File: src/pkg/adm_pkg.sv
// ---------------------------------------------------------------
// addressing mode decoder constants
// ---------------------------------------------------------------
package adm_pkg;

   // seventeen modes in seven families
   typedef enum logic [4:0] {
      M_INH, M_IMM, M_DIR_S, M_DIR_L, M_IDX_0, M_IDX_S, M_IDX_L,
      M_IND_S, M_IND_L, M_IDXIND_S, M_IDXIND_L, M_REL_D, M_REL_I,
      M_BIT_D, M_BIT_I, M_BITREL_D, M_BITREL_I
   } adm_mode_e;

   // inherent operations with a side effect
   typedef enum logic [1:0] {
      INH_NONE, INH_MASK, INH_UNMASK, INH_SLEEP
   } adm_inh_e;

   localparam logic [4:0] NUM_MODES = 5'h11;
   localparam logic [2:0] NUM_FAMILIES = 3'h7;
   localparam logic [2:0] OPC_LEN = 3'h1;
   localparam logic [15:0] ADDR_STEP = 16'h0001;
   localparam logic [7:0] PAGE0 = 8'h00;
   localparam logic [15:0] IDX_S_MAX = 16'h01fe;
   localparam logic [1:0] OPB_0 = 2'h0;
   localparam logic [1:0] OPB_1 = 2'h1;
   localparam logic [1:0] OPB_2 = 2'h2;
   localparam logic [1:0] IMASK_ALL = 2'h3;
   localparam logic [1:0] IMASK_NONE = 2'h0;
   localparam logic [1:0] IMASK_RST = 2'h3;

   // bytes following the opcode
   function automatic logic [1:0] opnd_bytes(adm_mode_e m);
      case (m)
         M_INH, M_IDX_0: opnd_bytes = OPB_0;
         M_DIR_L, M_IDX_L, M_BITREL_D, M_BITREL_I: opnd_bytes = OPB_2;
         default: opnd_bytes = OPB_1;
      endcase
   endfunction

   // bytes of pointer read from page zero
   function automatic logic [1:0] ptr_bytes(adm_mode_e m);
      case (m)
         M_IND_S, M_IDXIND_S, M_REL_I, M_BIT_I, M_BITREL_I: ptr_bytes = OPB_1;
         M_IND_L, M_IDXIND_L: ptr_bytes = OPB_2;
         default: ptr_bytes = OPB_0;
      endcase
   endfunction

   // long variants reach the whole space
   function automatic logic is_long(adm_mode_e m);
      is_long = (m == M_DIR_L) || (m == M_IDX_L) || (m == M_IND_L) || (m == M_IDXIND_L);
   endfunction

endpackage

File: src/pkg/adm_ea_if.sv
`timescale 1ns/1ps
// ---------------------------------------------------------------
// operands in, effective address out
// ---------------------------------------------------------------
interface adm_ea_if;
   adm_pkg::adm_mode_e mode;
   logic [15:0] opnd;
   logic [15:0] ptr;
   logic [7:0] idx;
   logic [15:0] next_pc;
   logic [15:0] ea;
   logic [15:0] target;
   modport calc (input mode, opnd, ptr, idx, next_pc, output ea, target);
   modport ctrl (output mode, opnd, ptr, idx, next_pc, input ea, target);
endinterface

File: src/rtl/adm_ea_calc.sv
`timescale 1ns/1ps
// ---------------------------------------------------------------
// effective address and branch target
// ---------------------------------------------------------------
module adm_ea_calc (
   // operand and result bundle
   adm_ea_if.calc ea
);
   logic [8:0] sum_s;
   logic [15:0] sum_l;
   logic [7:0] rel_off;

   always_comb begin
      sum_s = {1'b0, (ea.mode == adm_pkg::M_IDXIND_S) ? ea.ptr[7:0] : ea.opnd[7:0]}
         + {1'b0, ea.idx};
      sum_l = ((ea.mode == adm_pkg::M_IDXIND_L) ? ea.ptr : ea.opnd)
         + {adm_pkg::PAGE0, ea.idx};
      // signed offset, from memory in the indirect form
      rel_off = (ea.mode == adm_pkg::M_REL_I) ? ea.ptr[7:0] : ea.opnd[7:0];
      ea.target = ea.next_pc + {{8{rel_off[7]}}, rel_off};
      unique case (ea.mode)
         adm_pkg::M_DIR_S, adm_pkg::M_BIT_D: ea.ea = {adm_pkg::PAGE0, ea.opnd[7:0]};
         adm_pkg::M_DIR_L: ea.ea = ea.opnd;
         adm_pkg::M_IDX_0: ea.ea = {adm_pkg::PAGE0, ea.idx};
         adm_pkg::M_IDX_S, adm_pkg::M_IDXIND_S: ea.ea = {7'h00, sum_s};
         adm_pkg::M_IDX_L, adm_pkg::M_IDXIND_L: ea.ea = sum_l;
         adm_pkg::M_IND_S, adm_pkg::M_BIT_I, adm_pkg::M_BITREL_I:
            ea.ea = {adm_pkg::PAGE0, ea.ptr[7:0]};
         adm_pkg::M_IND_L: ea.ea = ea.ptr;
         adm_pkg::M_BITREL_D: ea.ea = {adm_pkg::PAGE0, ea.opnd[15:8]};
         default: ea.ea = 16'h0000;
      endcase
   end

endmodule // adm_ea_calc

File: src/rtl/adm_decoder.sv
`timescale 1ns/1ps
// ---------------------------------------------------------------
// Overview of operation
// - inherent instructions are one byte, no operand fetched
// - immediate is opcode plus one byte used as the value
// - short direct fetches one address byte, page zero only
// - long direct fetches a two-byte address, whole 64k space
// - indexed address is unsigned sum of X or Y and offset
// - indexed without offset fetches nothing, index is the address
// - short indexed fetches one offset byte, sum reaches 1fe
// - long indexed fetches a two-byte offset, whole space
// - indirect reads pointer address, fetches pointer, then operand address
// - short indirect uses byte pointer, page zero, one byte after opcode
// - long indirect uses word pointer, whole space, one byte after opcode
// - short variants reach page zero, the indexed ones up to 1fe; short direct and indexed need fewer bytes
// - read-modify-write instructions allow only short modes
// - long variants cover 64k, direct and indexed at the cost of an extra byte, indirect ones through a word pointer
// - seventeen modes in seven families are decoded
// - mask instruction raises interrupt mask to level 3
// - unmask instruction lowers interrupt mask to level 0
// ---------------------------------------------------------------
module adm_decoder (
   // clock and reset
   input wire logic REF_CLK,
   input wire logic RESET,
   // decode request
   input wire logic DEC_VALID,
   output logic DEC_READY,
   input wire logic [4:0] DEC_MODE,
   input wire logic DEC_PREFIX,
   input wire logic DEC_USE_Y,
   input wire logic DEC_RMW,
   input wire logic [1:0] DEC_INH_OP,
   input wire logic [15:0] DEC_PC,
   input wire logic [7:0] INDEX_X,
   input wire logic [7:0] INDEX_Y,
   // program and data memory
   output logic MEM_REQ,
   output logic [15:0] MEM_ADDR,
   input wire logic MEM_ACK,
   input wire logic [7:0] MEM_RDATA,
   // decode result
   output logic RES_VALID,
   output logic [2:0] RES_LEN,
   output logic [15:0] RES_EA,
   output logic [15:0] RES_TARGET,
   output logic [7:0] RES_IMM,
   output logic RES_MODE_ERR,
   output logic [1:0] IMASK_LEVEL,
   output logic SLEEP_REQ
);

   typedef enum logic [1:0] {S_IDLE, S_OPND, S_PTR, S_DONE} adm_state_e;

   adm_state_e state_q, state_d;
   adm_pkg::adm_mode_e mode_q, mode_d, mode_in;
   adm_pkg::adm_inh_e inh_q, inh_d;
   logic pfx_q, pfx_d, err_q, err_d, mode_bad;
   logic [1:0] cnt_q, cnt_d;
   logic [7:0] idx_q, idx_d;
   logic [15:0] addr_q, addr_d, opnd_q, opnd_d, ptr_q, ptr_d, npc_q, npc_d;
   logic [2:0] len_q, len_d;
   logic res_valid_q, res_valid_d, res_err_q, res_err_d, sleep_q, sleep_d;
   logic [2:0] res_len_q, res_len_d;
   logic [15:0] res_ea_q, res_ea_d, res_tgt_q, res_tgt_d;
   logic [7:0] res_imm_q, res_imm_d;
   logic [1:0] imask_q, imask_d;

   adm_ea_if eif ();

   // ---------------------------------------------------------------
   // address arithmetic
   // ---------------------------------------------------------------
   assign eif.mode = mode_q;
   assign eif.opnd = opnd_q;
   assign eif.ptr = ptr_q;
   assign eif.idx = idx_q;
   assign eif.next_pc = npc_q;

   adm_ea_calc u_ea (
      .ea(eif)
   );

   // ---------------------------------------------------------------
   // fetch sequencer
   // ---------------------------------------------------------------
   // codes past the seventeen modes are refused
   assign mode_bad = DEC_MODE >= adm_pkg::NUM_MODES;
   assign mode_in = mode_bad ? adm_pkg::M_INH : adm_pkg::adm_mode_e'(DEC_MODE);

   always_comb begin
      state_d = state_q;
      mode_d = mode_q;
      inh_d = inh_q;
      pfx_d = pfx_q;
      err_d = err_q;
      cnt_d = cnt_q;
      idx_d = idx_q;
      addr_d = addr_q;
      opnd_d = opnd_q;
      ptr_d = ptr_q;
      npc_d = npc_q;
      len_d = len_q;
      res_valid_d = 1'b0;
      res_len_d = res_len_q;
      res_ea_d = res_ea_q;
      res_tgt_d = res_tgt_q;
      res_imm_d = res_imm_q;
      res_err_d = res_err_q;
      imask_d = imask_q;
      sleep_d = 1'b0;
      unique case (state_q)
         S_IDLE: if (DEC_VALID) begin
            mode_d = mode_in;
            pfx_d = DEC_PREFIX;
            idx_d = DEC_USE_Y ? INDEX_Y : INDEX_X;
            err_d = mode_bad | (DEC_RMW & adm_pkg::is_long(mode_in));
            inh_d = (mode_in == adm_pkg::M_INH) ? adm_pkg::adm_inh_e'(DEC_INH_OP)
               : adm_pkg::INH_NONE;
            len_d = adm_pkg::OPC_LEN + {2'h0, DEC_PREFIX}
               + {1'b0, adm_pkg::opnd_bytes(mode_in)};
            npc_d = DEC_PC + {13'h0000, len_d};
            addr_d = DEC_PC + {13'h0000, adm_pkg::OPC_LEN} + {15'h0000, DEC_PREFIX};
            opnd_d = 16'h0000;
            ptr_d = 16'h0000;
            cnt_d = adm_pkg::opnd_bytes(mode_in);
            if (err_d || adm_pkg::opnd_bytes(mode_in) == adm_pkg::OPB_0) begin
               state_d = S_DONE;
            end else begin
               state_d = S_OPND;
            end
         end
         S_OPND: if (MEM_ACK) begin
            // high byte of a word comes first
            opnd_d = {opnd_q[7:0], MEM_RDATA};
            addr_d = addr_q + adm_pkg::ADDR_STEP;
            cnt_d = cnt_q - adm_pkg::OPB_1;
            if (cnt_q == adm_pkg::OPB_1) begin
               if (adm_pkg::ptr_bytes(mode_q) != adm_pkg::OPB_0) begin
                  // pointer sits at the fetched page-zero address
                  state_d = S_PTR;
                  cnt_d = adm_pkg::ptr_bytes(mode_q);
                  addr_d = {adm_pkg::PAGE0,
                     (mode_q == adm_pkg::M_BITREL_I) ? opnd_q[7:0] : MEM_RDATA};
               end else begin
                  state_d = S_DONE;
               end
            end
         end
         S_PTR: if (MEM_ACK) begin
            // word pointer read high byte first
            ptr_d = {ptr_q[7:0], MEM_RDATA};
            addr_d = addr_q + adm_pkg::ADDR_STEP;
            cnt_d = cnt_q - adm_pkg::OPB_1;
            if (cnt_q == adm_pkg::OPB_1) begin
               state_d = S_DONE;
            end
         end
         S_DONE: begin
            state_d = S_IDLE;
            res_valid_d = 1'b1;
            res_len_d = len_q;
            res_ea_d = eif.ea;
            res_tgt_d = eif.target;
            // second byte is the value itself
            res_imm_d = opnd_q[7:0];
            res_err_d = err_q;
            if (!err_q && inh_q == adm_pkg::INH_MASK) begin
               imask_d = adm_pkg::IMASK_ALL;
            end
            if (!err_q && inh_q == adm_pkg::INH_UNMASK) begin
               imask_d = adm_pkg::IMASK_NONE;
            end
            sleep_d = !err_q && inh_q == adm_pkg::INH_SLEEP;
         end
      endcase
   end

   always_ff @(posedge REF_CLK) begin
      if (RESET) begin
         state_q <= S_IDLE;
         mode_q <= adm_pkg::M_INH;
         inh_q <= adm_pkg::INH_NONE;
         pfx_q <= 1'b0;
         err_q <= 1'b0;
         cnt_q <= adm_pkg::OPB_0;
         idx_q <= 8'h00;
         addr_q <= 16'h0000;
         opnd_q <= 16'h0000;
         ptr_q <= 16'h0000;
         npc_q <= 16'h0000;
         len_q <= adm_pkg::OPC_LEN;
         res_valid_q <= 1'b0;
         res_len_q <= adm_pkg::OPC_LEN;
         res_ea_q <= 16'h0000;
         res_tgt_q <= 16'h0000;
         res_imm_q <= 8'h00;
         res_err_q <= 1'b0;
         imask_q <= adm_pkg::IMASK_RST;
         sleep_q <= 1'b0;
      end else begin
         state_q <= state_d;
         mode_q <= mode_d;
         inh_q <= inh_d;
         pfx_q <= pfx_d;
         err_q <= err_d;
         cnt_q <= cnt_d;
         idx_q <= idx_d;
         addr_q <= addr_d;
         opnd_q <= opnd_d;
         ptr_q <= ptr_d;
         npc_q <= npc_d;
         len_q <= len_d;
         res_valid_q <= res_valid_d;
         res_len_q <= res_len_d;
         res_ea_q <= res_ea_d;
         res_tgt_q <= res_tgt_d;
         res_imm_q <= res_imm_d;
         res_err_q <= res_err_d;
         imask_q <= imask_d;
         sleep_q <= sleep_d;
      end
   end

   // ---------------------------------------------------------------
   // outputs
   // ---------------------------------------------------------------
   assign DEC_READY = state_q == S_IDLE;
   // memory held until acknowledged, no timeout
   assign MEM_REQ = state_q == S_OPND || state_q == S_PTR;
   assign MEM_ADDR = addr_q;
   assign RES_VALID = res_valid_q;
   assign RES_LEN = res_len_q;
   assign RES_EA = res_ea_q;
   assign RES_TARGET = res_tgt_q;
   assign RES_IMM = res_imm_q;
   assign RES_MODE_ERR = res_err_q;
   assign IMASK_LEVEL = imask_q;
   assign SLEEP_REQ = sleep_q;

   // ---------------------------------------------------------------
   // checks
   // ---------------------------------------------------------------
   AST_INH_NO_FETCH: assert property (
      @(posedge REF_CLK) disable iff (RESET)
      (DEC_READY && DEC_VALID && DEC_MODE == 5'h00)
      |=> !MEM_REQ ##1 (RES_VALID && RES_LEN == adm_pkg::OPC_LEN + {2'h0, pfx_q}))
      else $error("inherent op fetched or wrong length");

   AST_IMM_VALUE: assert property (
      @(posedge REF_CLK) disable iff (RESET)
      (MEM_REQ && MEM_ACK && mode_q == adm_pkg::M_IMM)
      |-> ##2 (RES_VALID && RES_IMM == $past(MEM_RDATA, 2)
         && RES_LEN == adm_pkg::OPC_LEN + {1'b0, adm_pkg::OPB_1} + {2'h0, pfx_q}))
      else $error("immediate value or length wrong");

   AST_DIR_SHORT_PAGE0: assert property (
      @(posedge REF_CLK) disable iff (RESET)
      (RES_VALID && mode_q == adm_pkg::M_DIR_S) |-> RES_EA == {8'h00, opnd_q[7:0]})
      else $error("short direct left page zero");

   AST_LONG_TWO_BYTES: assert property (
      @(posedge REF_CLK) disable iff (RESET)
      (MEM_REQ && MEM_ACK && mode_q == adm_pkg::M_DIR_L)
      |=> (MEM_REQ == (MEM_ADDR != npc_q)))
      else $error("long direct fetch count wrong");

   AST_IDX_NO_OFFSET: assert property (
      @(posedge REF_CLK) disable iff (RESET)
      (RES_VALID && mode_q == adm_pkg::M_IDX_0) |-> RES_EA == {8'h00, idx_q})
      else $error("no-offset indexed address wrong");

   AST_IDX_SHORT_SUM: assert property (
      @(posedge REF_CLK) disable iff (RESET)
      (RES_VALID && mode_q == adm_pkg::M_IDX_S)
      |-> (RES_EA <= adm_pkg::IDX_S_MAX && RES_EA == {8'h00, opnd_q[7:0]} + {8'h00, idx_q}))
      else $error("short indexed sum wrong");

   AST_PTR_PAGE0: assert property (
      @(posedge REF_CLK) disable iff (RESET)
      (MEM_REQ && state_q == S_PTR) |-> MEM_ADDR[15:9] == 7'h00)
      else $error("pointer read outside page zero");

   AST_IND_LONG_EA: assert property (
      @(posedge REF_CLK) disable iff (RESET)
      (RES_VALID && mode_q == adm_pkg::M_IND_L) |-> RES_EA == ptr_q)
      else $error("long indirect address differs from pointer");

   AST_RMW_LONG_REFUSED: assert property (
      @(posedge REF_CLK) disable iff (RESET)
      (DEC_READY && DEC_VALID && DEC_RMW && DEC_MODE == 5'h06)
      |=> !MEM_REQ ##1 (RES_VALID && RES_MODE_ERR))
      else $error("long mode accepted for read-modify-write");

   AST_MASK_LEVEL3: assert property (
      @(posedge REF_CLK) disable iff (RESET)
      (DEC_READY && DEC_VALID && DEC_MODE == 5'h00 && DEC_INH_OP == 2'h1)
      |-> ##2 IMASK_LEVEL == 2'h3)
      else $error("mask did not reach level 3");

   AST_UNMASK_LEVEL0: assert property (
      @(posedge REF_CLK) disable iff (RESET)
      (DEC_READY && DEC_VALID && DEC_MODE == 5'h00 && DEC_INH_OP == 2'h2)
      |-> ##2 IMASK_LEVEL == 2'h0)
      else $error("unmask did not reach level 0");

   AST_LENGTH: assert property (
      @(posedge REF_CLK) disable iff (RESET)
      RES_VALID |-> RES_LEN == adm_pkg::OPC_LEN + {2'h0, pfx_q}
         + {1'b0, adm_pkg::opnd_bytes(mode_q)})
      else $error("instruction length wrong");

endmodule // adm_decoder

File: config.mk
export PLATFORM = sky130hd
export DESIGN_NAME = adm_decoder
export DESIGN_NICKNAME = d
export VERILOG_FILES = /design/src/pkg/adm_pkg.sv /design/src/pkg/adm_ea_if.sv /design/src/rtl/adm_ea_calc.sv /design/src/rtl/adm_decoder.sv
export SDC_FILE = /design/constraint.sdc
export NUM_CORES = 1
export LEC_CHECK = 0
export BUFFER_PORTS_ARGS = -buffer_cell sky130_fd_sc_hd__buf_2
export CORE_ASPECT_RATIO = 0.9
export CORE_MARGIN = 4
export CORE_UTILIZATION = 60
export CTS_CLUSTER_SIZE = 30
export DETAILED_ROUTE_END_ITERATION = 6
export HOLD_SLACK_MARGIN = 0.02
export PLACE_DENSITY_LB_ADDON = 0.2
export RECOVER_POWER = 25
export SYNTH_ARGS = -nofsm -noshare
export SYNTH_HDL_FRONTEND = slang
export SYNTH_HIERARCHICAL = 1
export SYNTH_SLANG_ARGS = --single-unit
File: constraint.sdc
create_clock -name REF_CLK -period 9 [get_ports REF_CLK]
set_input_delay 0.9 -clock REF_CLK [delete_from_list [all_inputs] [get_ports REF_CLK]]
set_output_delay 0.9 -clock REF_CLK [all_outputs]
set_load 0.05 [all_outputs]
# Word-level counts from Yosys, hierarchy flattened
# Index checks and enable logic that the tools add are counted.
# word_totals
word_cells	140
in_bits	54
register_bits	135
output_inout_bits	66
# classes
n_lt_le_gt_ge	1
bitwise_logic	3
addsub	10
reduce_logical	32
n_mux	42
eq_ne	33
# op_table
operator	n
two-way mux 16 bit	9
case mux 16 bit (8 select lines)	1
case mux 16 bit (2 select lines)	2
equality test 5 x 4 -> 1 bit, second input constant	10
case mux 16 bit (3 select lines)	1
two-way mux 2 bit	18
adder 16 x 1 -> 16 bit, second input constant	2
two-way mux 8 bit	4
equality test 5 x 3 -> 1 bit, second input constant	6
adder 16 x 1 -> 16 bit	1
adder 16 bit	1
adder 16 x 3 -> 16 bit	1
adder 16 x 8 -> 16 bit	1
equality test 5 x 2 -> 1 bit, second input constant	3
OR reduction 2 bit	6
equality test 5 bit, second input constant	2
inequality test 2 bit, second input constant	5
adder 8 x 8 -> 9 bit	1
equality test 2 bit, second input constant	4
case mux 2 bit (2 select lines)	2
case mux 2 bit (4 select lines)	1
nonzero test 2 bit	4
equality test 2 x 1 -> 1 bit, second input constant	3
case mux 2 bit (3 select lines)	1
22 further kinds	32

# Logic depth before layout (Yosys ltp)
# logic_depth
ltp_word	12
ltp_mapped	19
depth_no_buf	15

# Hierarchy
# The synthesis kept the hierarchy.
# by_module_without_submodules
mod	n_inst	area_each_um2	seq_area_each_um2	cells_per_inst
adm_decoder	1	6555.0	2682.6	770
adm_ea_calc	1	2416.1	0.0	326

# Worst setup path before layout
# Ideal clock, no wire load.
# synth_timing
path_type	register -> register
from	register mode_q[3] (netlist: eif.mode[3])
to	register res_ea_q[12] (netlist: RES_EA[12])
setup_ns	0.128
required_ns	8.872
synth_period_minus_slack_ns	3.603
arrival_ns	3.475
path_slack_ns	5.397
path_buffers	4
path_stages_with_launch	19
cell_sequence	dfxtp_1 -> buf_4 -> nor3b_2 -> nand2_1 -> buf_6 -> buf_6 -> buf_4 -> mux2_2 -> ha_1 -> inv_1 -> fa_1 -> nand3b_1 -> a21oi_1 -> nor4_1 -> nor3_2 -> a221oi_1 -> a221o_2 -> mux2i_1 -> nor2_1
# synth_via
elab_chain_len	4
elab_cells_between_ends	20
cone_classes	add/sub: 1; eq/ne: 13; mux: 2; reduce/logical: 4
# synth_rtl
item	line	text
from (decl)	adm_decoder.sv:56	adm_pkg::adm_mode_e mode_q, mode_d, mode_in;
from (signal assigned)	adm_decoder.sv:182	mode_q <= adm_pkg::M_INH;
from (signal assigned)	adm_decoder.sv:203	mode_q <= mode_d;
equality test 5 x 4 -> 1 bit	adm_ea_calc.sv:16, adm_ea_calc.sv:21	
two-way mux 16 bit	adm_ea_calc.sv:16	sum_l = ((ea.mode == adm_pkg::M_IDXIND_L) ? ea.ptr : ea.opnd)
adder 16 x 8 -> 16 bit	adm_ea_calc.sv:17	+ {adm_pkg::PAGE0, ea.idx};
case mux 16 bit (8 select lines) *	adm_ea_calc.sv:21	unique case (ea.mode)
via eif.ea[12]	adm_ea_if.sv:11	logic [15:0] ea;
to (signal assigned)	adm_decoder.sv:216	res_ea_q <= res_ea_d;
to (decl)	adm_decoder.sv:65	logic [15:0] res_ea_q, res_ea_d, res_tgt_q, res_tgt_d;
# The timed path passes the listed nets; every way through them passes the cells marked *.
# A chain may end at the register's enable or synchronous reset.

# Worst setup path in the final report
# Ends and elaborated chain as after synthesis.

==> impl_results.md <==
* Worst vdd ir at between 0.4 and 0.5 mV
* Crit path max-delay cell type: dfxtp_1
* Syn Area/Cell at around 8.2 µm²
* Number of global-route vias before repair at 8082
* Met2 wire length at 12300 µm
* WP buf/inv at 2
* Post-Syn Nets at between 1000 and 1500
* Max Transition Viols Final at 49
* First DRT Iteration DRCs at between 700 and 800
* Core area at between 0.01 and 0.015 mm²
* CTS tree: done
* Data arrival, critical path at roughly 4.3 ns
* Ys async rst share at 0%
* Hold-fix buffers at CTS at 0
* DP Area at 0.00960 mm²
* Most frequent cell on the critical path: nand2_1
* Leak at 3.91 nW
* Critical Path RT at 9.36 ns
* Num CTS Buffers at 17
* Max Clk Rate at ~250 MHz
* Hold Path Class: flop to flop
* Synth warnings at 6
* Die area at ~0.017 mm²
* Layout Skew at between 0.009 and 0.01 ns
* GRT overflow at 0
* Gpl congestion at between 0.9 and 1
* Wire per inst at between 15 and 20 µm
* Worst path max stage delay at slightly below 0.7 ns
* Metal3 WL at around 2000 µm
* Final HPWL from detailed placement at approximately 18000 µm
* CTS root buf: clkbuf_16
* Post-Route WL at about 26000 µm
* PortBufs at 119
* Clock transition at path regs at approximately 0.060 ns
* Synth Flop Type: dfxtp_1
* N_diodes at 0
* Remaining DRCs at 0
* Starting density of the core at 61.2%
* Initial antenna violation count at 0
* FF+latch count, synth at approximately 130
* Share of cells above drive strength 1 at approximately 14%
* CP Launch Type: flop
* Slew @ Worst Pin at roughly 3.5 ns
* Hold Violations, Final at 0
* Share of the synthesized area in the top cell type at roughly 30%
* Router iterations before antenna repair at 6
* CP delay by family, top: simple AND/OR/NAND/NOR gates
* H-Tree Depth at 4
* Final period util at between 40% and 50%
* Cell Rows at between 40 and 50
* Status: complete, but fails checks
* Drt via density at between 6 and 7
* RSZ-0062 raised after global routing: no
* Clock sinks at 134
* Met1 wire length at roughly 11000 µm
* Sequential share of the synthesized area at between 20% and 30%
* Top Layer Used: met4
* Number of distinct library cells after synthesis at slightly below 80
* Postcts setup bufs at 0
* Largest net degree at the start of global routing at 86
* Max Fanout on Critical Path at 29
* Crit. End Element: flop
* MaxCap Viol Count at 1
* Failing checks: max-capacitance violations, max-slew violations
* Cell area after layout at ~0.01 mm²
* Final nets at between 1000 and 1500
* Routed via count at just under 9000
* Mapped Cells at 1096
* GRT Total Usage at roughly 31%
* Pwr/cell area at between 200 and 250 mW/mm²
* Worst slew margin at -136%
* Synth area leader: dfxtp_1
* Chip width at 137 µm
* Cell Area, Synth at 0.00897 mm²
* First-pass GRT wire length at approximately 41000 µm
* TNS Setup at 0 ns
* DIE HEIGHT at between 100 and 150 µm
* Top cells by area, synth: dfxtp_1, mux2i_1, ha_1
* Crit path cell chain: nor3b_2 > nand2_1 > buf_4 > mux2_2 > ha_1 > inv_1 > fa_1 > nand3b_1 > a21oi_1 > nor4_1 > nor3_2 > nand2_1 > a221oi_1 > a221o_2 > mux2i_1 > nor2_1
* Post-cts resize count at 0
* Crit Path Category: flop to flop
* Clock Tree Buf Depth at 2
* Number of synthesized flops with an enable pin at 0
* Final setup violation count at 0
* Minimum clock period at a little under 4 ns
* Worst-Skew Late Latency at ~0.43 ns
* Hold slack final at 0.463 ns
* # IOs at between 100 and 150
* Area growth from synthesis to layout at 12.5%
* DRT antenna net count at 0
## per-stage QoR
stage,power (mW),std cells,utilization (%),setup WS [ns]
after global placement,1.79,1355,65.4,5.25
after floorplan,1.55,1096,-,5.40
after CTS,2.47,1386,69.2,5.15
after detailed placement,1.80,1355,65.4,5.10
final,2.48,1386,68.8,5.03
after global routing,2.62,1386,68.8,4.71
## power by group
group	switching, mW	total (mW)	internal [mW]
Combinational	0.703	1.04	0.333
Clock	0.262	0.659	0.397
Sequential	0.110	0.786	0.677
## kinds of logic after synthesis
logic type | share of synthesized area, %
xor gates and xnor gates | 5.52
muxes | 10.6
adders and majority gates | 7.17
AOI/OAI and AO/OA | 20.9
DFF | 29.9
buffers and inverters | 4.35
and+or+nand+nor | 21.6
## Yosys cell counts, types with 5 or more instances
master	count
o2111ai_1	8
buf_2	6
nor2_1	121
nand3b_1	6
nor4_1	13
o21ai_1	6
a211oi_1	28
o21ai_0	38
ha_1	45
nor2b_1	11
and2_1	8
a31oi_1	10
o21bai_1	5
or3_1	7
and3_1	8
inv_1	30
nand3_1	51
a222oi_1	7
xnor2_1	34
dfxtp_1	134
nand2b_1	9
buf_1	8
a21oi_1	76
clkbuf_1	46
nand2_1	92
xor2_1	20
a311oi_1	5
mux2i_1	61
a221oi_1	11
nor3_1	23
nor3b_1	10
nand4_1	12
mux2_2	30
a22oi_1	25
a21o_1	11
## worst reg2reg max path: stages, from the launching register on
cell and delay [ns]:
dfxtp_1 0.68, nor3b_2 0.31, nand2_1 0.08, buf_4 0.25, mux2_2 0.28, ha_1 0.17
inv_1 0.06, fa_1 0.40, nand3b_1 0.20, a21oi_1 0.23, nor4_1 0.09, nor3_2 0.39
nand2_1 0.09, a221oi_1 0.29, a221o_2 0.16, mux2i_1 0.06, nor2_1 0.17
## final timing paths
kind	end	startpoint	slack, ns	cells past startpoint
min reg2reg	len_q[2]	len_q[2]	0.46	2
max reg2reg	RES_EA[12]	eif.mode[3]	5.03	16
min	len_q[2]	len_q[2]	0.46	2
max	RES_EA[12]	eif.mode[3]	5.03	16
## state kept, by name (all words and copies together), names as in the netlist, 3 cells and up
name         flops
eif.mode         5
eif.idx          8
eif.ptr         16
RES_IMM          8
RES_TARGET      16
eif.opnd        16
RES_LEN          3
MEM_ADDR        16
eif.next_pc     16
len_q            3
RES_EA          16
## cell type report
class	count	area, µm²
sequential	134	2680
inverter	30	113
clock inverter	9	77.6
multi-input combinational	867	5900
timing repair buffer	126	596
tap	198	248
fill	1244	4570
clock buffer	22	474
## cell usage in the layout (no fill, tap or decap), drive strengths merged, types with 28 or more instances in the layout
| master | count |
|---|---|
| nor2 | 121 |
| o21ai | 44 |
| a211oi | 28 |
| mux2i | 61 |
| buf | 84 |
| inv | 30 |
| nand2 | 93 |
| xnor2 | 34 |
| ha | 45 |
| dfxtp | 134 |
| clkbuf | 64 |
| a21oi | 76 |
| nand3 | 52 |
| mux2 | 30 |
## layer usage
| layer | vias to the layer above | GRT usage (%) |
|---|---|---|
| li1 | 4199 | - |
| met1 | 4115 | 39.2 |
| met2 | 385 | 50.9 |
| met3 | 64 | 6.50 |
| met4 | 0 | 11.3 |
| met5 | - | 0 |
Power figures use the tool's default switching activity.
